$ cat src/verilog/acb_pkg.sv
// shared constants and types of the converter configuration register bank
package acb_pkg;

  localparam int ADDR_W = 13;

  // register offsets on the serial control port
  localparam logic [12:0] A_IDX_A   = 13'h004;
  localparam logic [12:0] A_IDX_B   = 13'h005;
  localparam logic [12:0] A_PMODE   = 13'h008;
  localparam logic [12:0] A_ENH     = 13'h00C;
  localparam logic [12:0] A_OUTMODE = 13'h014;
  localparam logic [12:0] A_P1_LO   = 13'h019;
  localparam logic [12:0] A_P1_HI   = 13'h01A;
  localparam logic [12:0] A_P2_LO   = 13'h01B;
  localparam logic [12:0] A_P2_HI   = 13'h01C;
  localparam logic [12:0] A_SERIAL  = 13'h021;
  localparam logic [12:0] A_CHSTAT  = 13'h022;
  localparam logic [12:0] A_XFER    = 13'h0FF;
  localparam logic [12:0] A_OVR     = 13'h100;
  localparam logic [12:0] A_IO2     = 13'h101;
  localparam logic [12:0] A_IO3     = 13'h102;
  localparam logic [12:0] A_SYNC    = 13'h109;

  // values after power-on reset
  localparam logic [7:0] RST_IDX_A   = 8'h0F;
  localparam logic [7:0] RST_IDX_B   = 8'h3F;
  localparam logic [7:0] RST_OUTMODE = 8'h01;
  localparam logic [7:0] RST_SERIAL  = 8'h41;
  localparam logic [7:0] RST_ZERO    = 8'h00;

  // writable bits; open bits read as zero
  localparam logic [7:0] M_OUTMODE = 8'h45;
  localparam logic [7:0] M_SERIAL  = 8'hFB;
  localparam logic [7:0] M_OVR     = 8'h77;
  localparam logic [7:0] M_IO2     = 8'h01;
  localparam logic [7:0] M_IO3     = 8'h08;
  localparam logic [7:0] M_SYNC    = 8'h03;

  // field positions
  localparam int PM_PIN_FN  = 5;
  localparam int CHOP_BIT   = 2;
  localparam int XFER_BIT   = 0;
  localparam int ST_PD      = 0;
  localparam int ST_ORST    = 1;
  localparam int OVR_EN     = 6;
  localparam int IO3_CMG_PD = 3;
  localparam int DATA_IDX_W = 4;

  // sample-rate override codes and their rates in MSPS
  localparam logic [2:0] RATE_20 = 3'h0;
  localparam logic [2:0] RATE_40 = 3'h1;
  localparam logic [2:0] RATE_50 = 3'h2;
  localparam logic [2:0] RATE_65 = 3'h3;
  localparam logic [6:0] MSPS_20 = 7'h14;
  localparam logic [6:0] MSPS_40 = 7'h28;
  localparam logic [6:0] MSPS_50 = 7'h32;
  localparam logic [6:0] MSPS_65 = 7'h41;

  typedef enum logic [1:0] {
    PM_NORMAL, PM_POWERDOWN, PM_STANDBY, PM_DIGRESET
  } acb_pmode_t;

  typedef struct packed {
    logic        wr;
    logic        rd;
    logic [12:0] addr;
    logic [7:0]  wdata;
  } acb_req_t;

  typedef struct packed {
    logic dpClkEn;
    logic dpReset;
    logic outEn;
    logic standby;
    logic powerDown;
    logic chopEn;
  } acb_pwr_t;

  typedef struct packed {
    logic       ovrEn;
    logic [1:0] res;
    logic [2:0] rate;
  } acb_ovr_t;

  localparam acb_pwr_t PWR_RST = '{1'b1, 1'b0, 1'b1, 1'b0, 1'b0, 1'b0};

endpackage

$ cat src/verilog/acb_config_regs.sv
// configuration register bank of the octal serial-output converter
`timescale 1ns/10ps
// Behaviour
// - writes take effect at once, except override
// - override loads only on transfer bit 0
// - pin with function bit set: standby
// - pin with function bit clear: full power-down
// - mode 00 keeps all channels running
// - mode 01 stops clocks, resets path, outputs off
// - mode 10 stops clocks, outputs off, no reset
// - mode 11 resets path clocks and outputs
// - control port reset only by power-on reset
// - enhancement bit 2 enables first-stage chopping
// - index low nibbles select target data channels
// - second index also selects output clock channels
// - global settings ignore channel selection
// - status bit0 powers down, bit1 resets output
// - rate codes map to 20/40/50/65 MSPS
// - upgrade attempt powers the whole chip down
module acb_config_regs #(
  parameter int         NUM_CH     = 8,
  parameter logic [2:0] GRADE_RATE = acb_pkg::RATE_65
) (
  // clock and power-on reset
  input  wire logic              ref_clk,
  input  wire logic              rst_b,
  // register port from the serial control engine
  input  wire acb_pkg::acb_req_t req,
  output logic [7:0]             rdData,
  output logic                   rdValid,
  // external power-down pin
  input  wire logic              externalPowerdownPin,
  // power and conversion controls
  output acb_pkg::acb_pwr_t      pwr,
  output acb_pkg::acb_ovr_t      ovrActive,
  output logic [6:0]             rateMsps,
  // per-channel controls
  output logic [NUM_CH-1:0]      chPowerDown,
  output logic [NUM_CH-1:0]      chOutReset,
  output logic [1:0]             clkOutReset,
  // global settings
  output logic [15:0]            pattern1,
  output logic [15:0]            pattern2,
  output logic [7:0]             outputMode,
  output logic [7:0]             serialCtrl,
  output logic [7:0]             ioCtrl2,
  output logic [7:0]             ioCtrl3,
  output logic [7:0]             syncCtrl,
  output logic                   commonModeGeneratorPd
);
  import acb_pkg::*;
  if (NUM_CH < 1 || NUM_CH > 2 * DATA_IDX_W) begin : g_chk
    $error("NUM_CH must be 1 to 8");
  end
  logic [7:0]  idxA;
  logic [7:0]  idxB;
  logic        pmPinFn;
  acb_pmode_t  pmMode;
  logic        chopReg;
  logic [7:0]  ovrShadow;
  logic        pdMeta;
  logic        pdPinS;
  logic        ovrKill;
  acb_pmode_t  effMode;
  acb_pwr_t    next_pwr;
  logic [7:0]  next_rdData;
  logic [1:0]  statRead;
  logic [NUM_CH-1:0] chSel;

  //////////////////////////////////////////////////////////////////////
  // pin synchroniser
  always_ff @(posedge ref_clk or negedge rst_b) begin
    if (!rst_b) begin
      pdMeta <= 1'b0;
      pdPinS <= 1'b0;
    end else begin
      pdMeta <= externalPowerdownPin;
      pdPinS <= pdMeta;
    end
  end
  //////////////////////////////////////////////////////////////////////
  // channel index registers
  always_ff @(posedge ref_clk or negedge rst_b) begin
    if (!rst_b) begin
      idxA <= RST_IDX_A;
      idxB <= RST_IDX_B;
    end else if (req.wr) begin
      if (req.addr == A_IDX_A) begin
        idxA <= req.wdata;
      end
      if (req.addr == A_IDX_B) begin
        idxB <= req.wdata;
      end
    end
  end
  //////////////////////////////////////////////////////////////////////
  // power modes and enhancement control
  // only rst_b clears these; digital reset leaves the port alone
  always_ff @(posedge ref_clk or negedge rst_b) begin
    if (!rst_b) begin
      pmPinFn <= 1'b0;
      pmMode  <= PM_NORMAL;
      chopReg <= 1'b0;
    end else if (req.wr) begin
      if (req.addr == A_PMODE) begin
        pmPinFn <= req.wdata[PM_PIN_FN];
        pmMode  <= acb_pmode_t'(req.wdata[1:0]);
      end
      if (req.addr == A_ENH) begin
        chopReg <= req.wdata[CHOP_BIT];
      end
    end
  end
  //////////////////////////////////////////////////////////////////////
  // global settings, no channel qualification
  always_ff @(posedge ref_clk or negedge rst_b) begin
    if (!rst_b) begin
      pattern1   <= {RST_ZERO, RST_ZERO};
      pattern2   <= {RST_ZERO, RST_ZERO};
      outputMode <= RST_OUTMODE;
      serialCtrl <= RST_SERIAL;
      ioCtrl2    <= RST_ZERO;
      ioCtrl3    <= RST_ZERO;
      syncCtrl   <= RST_ZERO;
    end else if (req.wr) begin
      unique case (req.addr)
        A_P1_LO:   pattern1[7:0]  <= req.wdata;
        A_P1_HI:   pattern1[15:8] <= req.wdata;
        A_P2_LO:   pattern2[7:0]  <= req.wdata;
        A_P2_HI:   pattern2[15:8] <= req.wdata;
        A_OUTMODE: outputMode <= req.wdata & M_OUTMODE;
        A_SERIAL:  serialCtrl <= req.wdata & M_SERIAL;
        A_IO2:     ioCtrl2    <= req.wdata & M_IO2;
        A_IO3:     ioCtrl3    <= req.wdata & M_IO3;
        A_SYNC:    syncCtrl   <= req.wdata & M_SYNC;
        default: ;
      endcase
    end
  end
  assign commonModeGeneratorPd = ioCtrl3[IO3_CMG_PD];
  //////////////////////////////////////////////////////////////////////
  // sample-rate override: shadow, then load on transfer
  always_ff @(posedge ref_clk or negedge rst_b) begin
    if (!rst_b) begin
      ovrShadow <= RST_ZERO;
      ovrActive <= '0;
    end else if (req.wr) begin
      if (req.addr == A_OVR) begin
        ovrShadow <= req.wdata & M_OVR;
      end
      if (req.addr == A_XFER && req.wdata[XFER_BIT]) begin
        ovrActive <= '{ovrShadow[OVR_EN], ovrShadow[5:4], ovrShadow[2:0]};
      end
    end
  end
  function automatic logic [6:0] msps(input logic [2:0] code);
    unique case (code)
      RATE_20: msps = MSPS_20;
      RATE_40: msps = MSPS_40;
      RATE_50: msps = MSPS_50;
      RATE_65: msps = MSPS_65;
      default: msps = 7'h00;
    endcase
  endfunction
  always_ff @(posedge ref_clk or negedge rst_b) begin
    if (!rst_b) begin
      rateMsps <= 7'h00;
    end else begin
      rateMsps <= msps(ovrActive.ovrEn ? ovrActive.rate : GRADE_RATE);
    end
  end
  //////////////////////////////////////////////////////////////////////
  // power decode
  // a requested upgrade is never applied; the chip powers down instead
  always_comb begin
    ovrKill = ovrActive.ovrEn && (ovrActive.rate > GRADE_RATE);
    effMode = pmMode;
    if (pdPinS) begin
      effMode = pmPinFn ? PM_STANDBY : PM_POWERDOWN;
    end
    if (ovrKill) begin
      effMode = PM_POWERDOWN;
    end
    next_pwr = PWR_RST;
    next_pwr.chopEn = chopReg;
    unique case (effMode)
      PM_NORMAL: begin
        next_pwr.dpClkEn = 1'b1;
      end
      PM_POWERDOWN: begin
        next_pwr.dpClkEn   = 1'b0;
        next_pwr.dpReset   = 1'b1;
        next_pwr.outEn     = 1'b0;
        next_pwr.powerDown = 1'b1;
      end
      PM_STANDBY: begin
        next_pwr.dpClkEn = 1'b0;
        next_pwr.outEn   = 1'b0;
        next_pwr.standby = 1'b1;
      end
      PM_DIGRESET: begin
        next_pwr.dpClkEn = 1'b0;
        next_pwr.dpReset = 1'b1;
        next_pwr.outEn   = 1'b0;
      end
    endcase
  end
  always_ff @(posedge ref_clk or negedge rst_b) begin
    if (!rst_b) begin
      pwr <= PWR_RST;
    end else begin
      pwr <= next_pwr;
    end
  end
  //////////////////////////////////////////////////////////////////////
  // per-channel status, gated by the index selection
  for (genvar i = 0; i < NUM_CH; i++) begin : g_ch
    if (i < DATA_IDX_W) begin : g_a
      assign chSel[i] = idxA[i];
    end else begin : g_b
      assign chSel[i] = idxB[i-DATA_IDX_W];
    end
    always_ff @(posedge ref_clk or negedge rst_b) begin
      if (!rst_b) begin
        chPowerDown[i] <= 1'b0;
        chOutReset[i]  <= 1'b0;
      end else if (req.wr && req.addr == A_CHSTAT && chSel[i]) begin
        chPowerDown[i] <= req.wdata[ST_PD];
        chOutReset[i]  <= req.wdata[ST_ORST];
      end
    end
  end
  // clock channels take only the output reset bit
  for (genvar j = 0; j < 2; j++) begin : g_clk
    always_ff @(posedge ref_clk or negedge rst_b) begin
      if (!rst_b) begin
        clkOutReset[j] <= 1'b0;
      end else if (req.wr && req.addr == A_CHSTAT
                   && idxB[DATA_IDX_W+j]) begin
        clkOutReset[j] <= req.wdata[ST_ORST];
      end
    end
  end
  //////////////////////////////////////////////////////////////////////
  // read-back: status shows the lowest selected data channel
  always_comb begin
    statRead = {(|(clkOutReset & idxB[5:4])), 1'b0};
    for (int i = NUM_CH - 1; i >= 0; i--) begin
      if (chSel[i]) begin
        statRead = {chOutReset[i], chPowerDown[i]};
      end
    end
  end
  always_comb begin
    next_rdData = 8'h00;
    unique case (req.addr)
      A_IDX_A:   next_rdData = idxA;
      A_IDX_B:   next_rdData = idxB;
      A_PMODE:   next_rdData = {2'h0, pmPinFn, 3'h0, pmMode};
      A_ENH:     next_rdData = {5'h00, chopReg, 2'h0};
      A_OUTMODE: next_rdData = outputMode;
      A_P1_LO:   next_rdData = pattern1[7:0];
      A_P1_HI:   next_rdData = pattern1[15:8];
      A_P2_LO:   next_rdData = pattern2[7:0];
      A_P2_HI:   next_rdData = pattern2[15:8];
      A_SERIAL:  next_rdData = serialCtrl;
      A_CHSTAT:  next_rdData = {6'h00, statRead};
      A_OVR:     next_rdData = ovrShadow;
      A_IO2:     next_rdData = ioCtrl2;
      A_IO3:     next_rdData = ioCtrl3;
      A_SYNC:    next_rdData = syncCtrl;
      default:   next_rdData = 8'h00;
    endcase
  end
  always_ff @(posedge ref_clk or negedge rst_b) begin
    if (!rst_b) begin
      rdData  <= 8'h00;
      rdValid <= 1'b0;
    end else begin
      rdValid <= req.rd;
      if (req.rd) begin
        rdData <= next_rdData;
      end
    end
  end
endmodule

$ cat config.mk
export PLATFORM = sky130hd
export DESIGN_NAME = acb_config_regs
export DESIGN_NICKNAME = d
export VERILOG_FILES = /design/src/verilog/acb_pkg.sv /design/src/verilog/acb_config_regs.sv
export SDC_FILE = /design/constraint.sdc
export NUM_CORES = 1
export LEC_CHECK = 0
export BUFFER_PORTS_ARGS = -buffer_cell sky130_fd_sc_hd__buf_4
export CAP_MARGIN = 40
export CORE_UTILIZATION = 25
export CTS_BUF_LIST = sky130_fd_sc_hd__clkbuf_16
export DETAILED_ROUTE_END_ITERATION = 8
export GPL_TIMING_DRIVEN = 0
export PLACE_DENSITY = 0.41
export SYNTH_ARGS = -nofsm -noshare
export SYNTH_HDL_FRONTEND = slang
export SYNTH_SLANG_ARGS = --single-unit
$ cat constraint.sdc
create_clock -name ref_clk -period 2.1 [get_ports ref_clk]
set_clock_uncertainty 0.15 [all_clocks]
set_input_delay 0.21 -clock ref_clk [delete_from_list [all_inputs] [get_ports ref_clk]]
set_output_delay 0.21 -clock ref_clk [all_outputs]
set_load 0.02 [all_outputs]
==> reports/qor.json <==
{
  "place": {
    "port_buffers": 116,
    "place.detailed.hpwl_um": 14400,
    "number_of_instances_in_the_placed_design": 923,
    "gp_congestion": 0.861
  },
  "global_route": {
    "grt_antenna_before_repair": 0,
    "wire_length_of_the_first_global_routing_pass_um": 29900,
    "largest_net_degree_at_the_start_of_global_routing": 70,
    "grt.total_usage_pct": 17.2,
    "global_route.overflow_total": 0,
    "first_global_vias": 4668
  },
  "drt": {
    "antenna_violating_nets_post_route": 0,
    "drt-initial-drc-count": 237,
    "drt_drc_violations_left": 0,
    "avgViaCountPerCell": 4.70,
    "average_wire_length_per_cell_after_detail_routing_um": 20.3,
    "via_count": 4510,
    "number_of_search_and_repair_iterations_in_the_first_detailed_routing_pass": 4,
    "wirelength_um": 19500
  },
  "job": {
    "maxCapViolations": 0
  },
  "outcome": {
    "run_status": "completed"
  },
  "finish": {
    "layout-drive-gt1-share_pct": 49.2,
    "final_cell_mix": "150 x buf_4, 104 x dfrtp_1, 91 x mux2_2",
    "most_common_cell_after_layout_fill_and_taps_aside": "buf_4",
    "syn2layout_area_growth_pct": 36.9,
    "finish.net_count": 688,
    "final_cells": 960,
    "insertedDiodeCount": 0,
    "layout.core_utilization_pct": 34.9,
    "fillCellCount": 2304
  },
  "critical_path": {
    "timing.rr.start": "idxB[3]",
    "critPathRequiredTime_ns": 2.26,
    "r2r_cell_count": 6,
    "critPathCaptureType": "flop",
    "worstPathArrival_ns": 2.21,
    "criticalPathCategory": "input port to flop",
    "worst_r2r_endpoint": "rdData[0]",
    "worst-r2r-setup-slack_ns": 0.15,
    "cp-start-kind": "input port",
    "crit_fanout": 10,
    "critPathLaunch": "req[17]"
  },
  "synthesis": {
    "post_synth.cell_area_avg_um2": 11.6,
    "synth_async_sr_flop_share_pct": 100,
    "synth_seq_cells": 118,
    "synth_cell_types": 56,
    "synth.yosys.seq_area_share_pct": 51.5,
    "synth_cells": 496,
    "syn_area_mm2": 0.00576,
    "synth_area_leaders": "dfrtp_1 45%, mux2_2 18%, dfstp_2 6.4%",
    "synth-edff-count": 0,
    "yosys_warns": 0,
    "leading_area_contributor_after_synthesis": "dfrtp_1",
    "synth_largest_type_area_fraction_pct": 45.1,
    "postSynth.topFlopCell": "dfrtp_1"
  },
  "floorplanning": {
    "ioPinCount": 145,
    "floorplan.die_area_mm2": 0.0237,
    "initial_core_util_pct": 25.5,
    "dieWidth_um": 154,
    "core_area_mm2": 0.0226,
    "die_height_um": 154,
    "placement_rows": 55
  },
  "cts": {
    "numClockSinks": 118,
    "numCtsBuffers": 17,
    "worst_setup_hold_path_clk_slew_ns": 0.06,
    "cts_tree": "done",
    "clk_buf_depth": 2,
    "clock_insertion_delay_worst_skew_ns": 0.42,
    "cts-root-buf": "clkbuf_16",
    "cts-htree-levels": 4
  },
  "worst_hold_path": {
    "hold_path.class": "input port to flop",
    "hold_path_depth": 2,
    "hold_path_end": "pattern1[12]",
    "holdCritStartpoint": "req[4]"
  },
  "power": {
    "p_per_area_mw_per_mm2": 700,
    "cellLeakagePower_nw": 3.78,
    "power.ir.vdd_worst_mv": 0.495
  },
  "timing": {
    "report.final.setup_viol": 0,
    "post-route-min-period_ns": 2.05,
    "grt_setup_unrepaired": "no",
    "final_clock_period_utilization_by_the_worst_path_pct": 97.4,
    "final_hold_violations": 0,
    "tightestPinTransition_ns": 0.773,
    "maximum_clock_frequency_ghz": 0.489,
    "timing.max_slew.rel_slack_pct": 48.5,
    "timing_max_transition_violations_final": 0
  }
}
==> cells by family after synthesis <==
group / share of synthesized area (%)
flip-flops: 51.5
other: 0.0651
multiplexers: 20.2
AND/OR/NAND/NOR: 12.5
buffers and inverters: 6.25
AO/OA/AOI/OAI: 9.49
==> final cells by class <==
| class | count | area (µm²) | area share (%) |
|---|---|---|---|
| Sequential cell | 118 | 2970 | 37.6 |
| Clock inverter | 15 | 141 | 1.79 |
| Multi-Input combinational cell | 340 | 2640 | 33.4 |
| Inverter | 8 | 30.0 | 0.381 |
| Tap cell | 285 | 357 | 4.52 |
| Buffer | 48 | 323 | 4.09 |
| Timing Repair Buffer | 129 | 1010 | 12.8 |
| Clock buffer | 17 | 425 | 5.39 |
==> cell usage after synthesis, drive strengths merged (2+ instances only) <==
cell	number
a22o	4
or4b	2
or2	2
nor4	5
o22ai	2
a31oi	6
a211oi	2
nor2b	6
a221oi	4
a32oi	8
dfrtp	104
buf	37
mux2	97
nand2b	5
nand3	10
a32o	2
nand4	4
o22a	2
nor3b	2
a21oi	12
a22oi	11
or4	5
and3	5
nand2	41
a41oi	3
nor3	11
inv	8
or3	3
dfstp	14
nor4b	2
o21ai	12
mux2i	5
clkbuf	18
nor2	30
==> flip-flops by register name, indices dropped and copies added (netlist names), 2 cells and up <==
name         flops
pmMode           2
idxB             8
rdData           8
syncCtrl         2
clkOutReset      2
chOutReset       8
ovrShadow        6
chPowerDown      8
pattern1        16
ovrActive        6
pattern2        16
serialCtrl       7
outputMode       3
pwr              5
rateMsps         6
idxA             8
==> critical path, cell delays in order <==
cell and delay (ns):
buf_4 0.12, nor4_4 0.37, nand2b_1 0.13, clkbuf_2 0.30
nor3_4 0.38, nand2_1 0.32, mux2_2 0.36
==> power by group <==
| part | switching, W | internal (W) | leakage [nW] |
|---|---|---|---|
| clock | 0.00108 | 0.00172 | 0.271 |
| combinational | 0.000270 | 0.000135 | 1.94 |
| sequential | 0.0000130 | 0.00230 | 1.56 |
==> worst max path at each step <==
stage                         end  slack (ns)  cells after the start
floorplan            ovrActive[0]       -0.02                      6
global placement     pattern2[12]       -1.02                      7
detailed placement    pattern2[8]       -1.00                      7
CTS                     rdData[0]       0.006                      7
global route        serialCtrl[3]      0.0005                      7
finish              serialCtrl[4]        0.05                      7
==> through the flow <==
step	total power (W)	setup TNS (ns)	instance area [µm²]	hold WS [ns]	setup WS (ns)
floorplan	0.00254	-0.0934	5900	-0.236	-0.0156
global placement	0.00273	-60.96	7130	0.181	-1.02
detailed placement	0.00274	-61.30	7160	0.0408	-1.00
CTS	0.00559	0	7850	0.00711	0.00572
global route	0.00574	0	7890	0.00925	0.000483
finish	0.00552	0	7890	0.00979	0.0544
==> routing by layer <==
metal  part of all wire (%)  routed length, µm  global-route usage (%)
met5                      0                  0                       0
met4                    1.0                196                    4.90
met3                    4.2                813                    3.89
met2                     47               9170                    27.2
met1                     48               9290                    23.5
==> timing repair <==
item                                    CTS  global route
gates resized for setup                  15             6
setup buffers                             2             3
cloned                                    0             0
endpoints found under the hold margin    76             0
hold buffers                              7             0
endpoints found under the setup margin   56            35
pin swaps                                 0             1
Note: power is estimated with default switching activity, not from simulation.
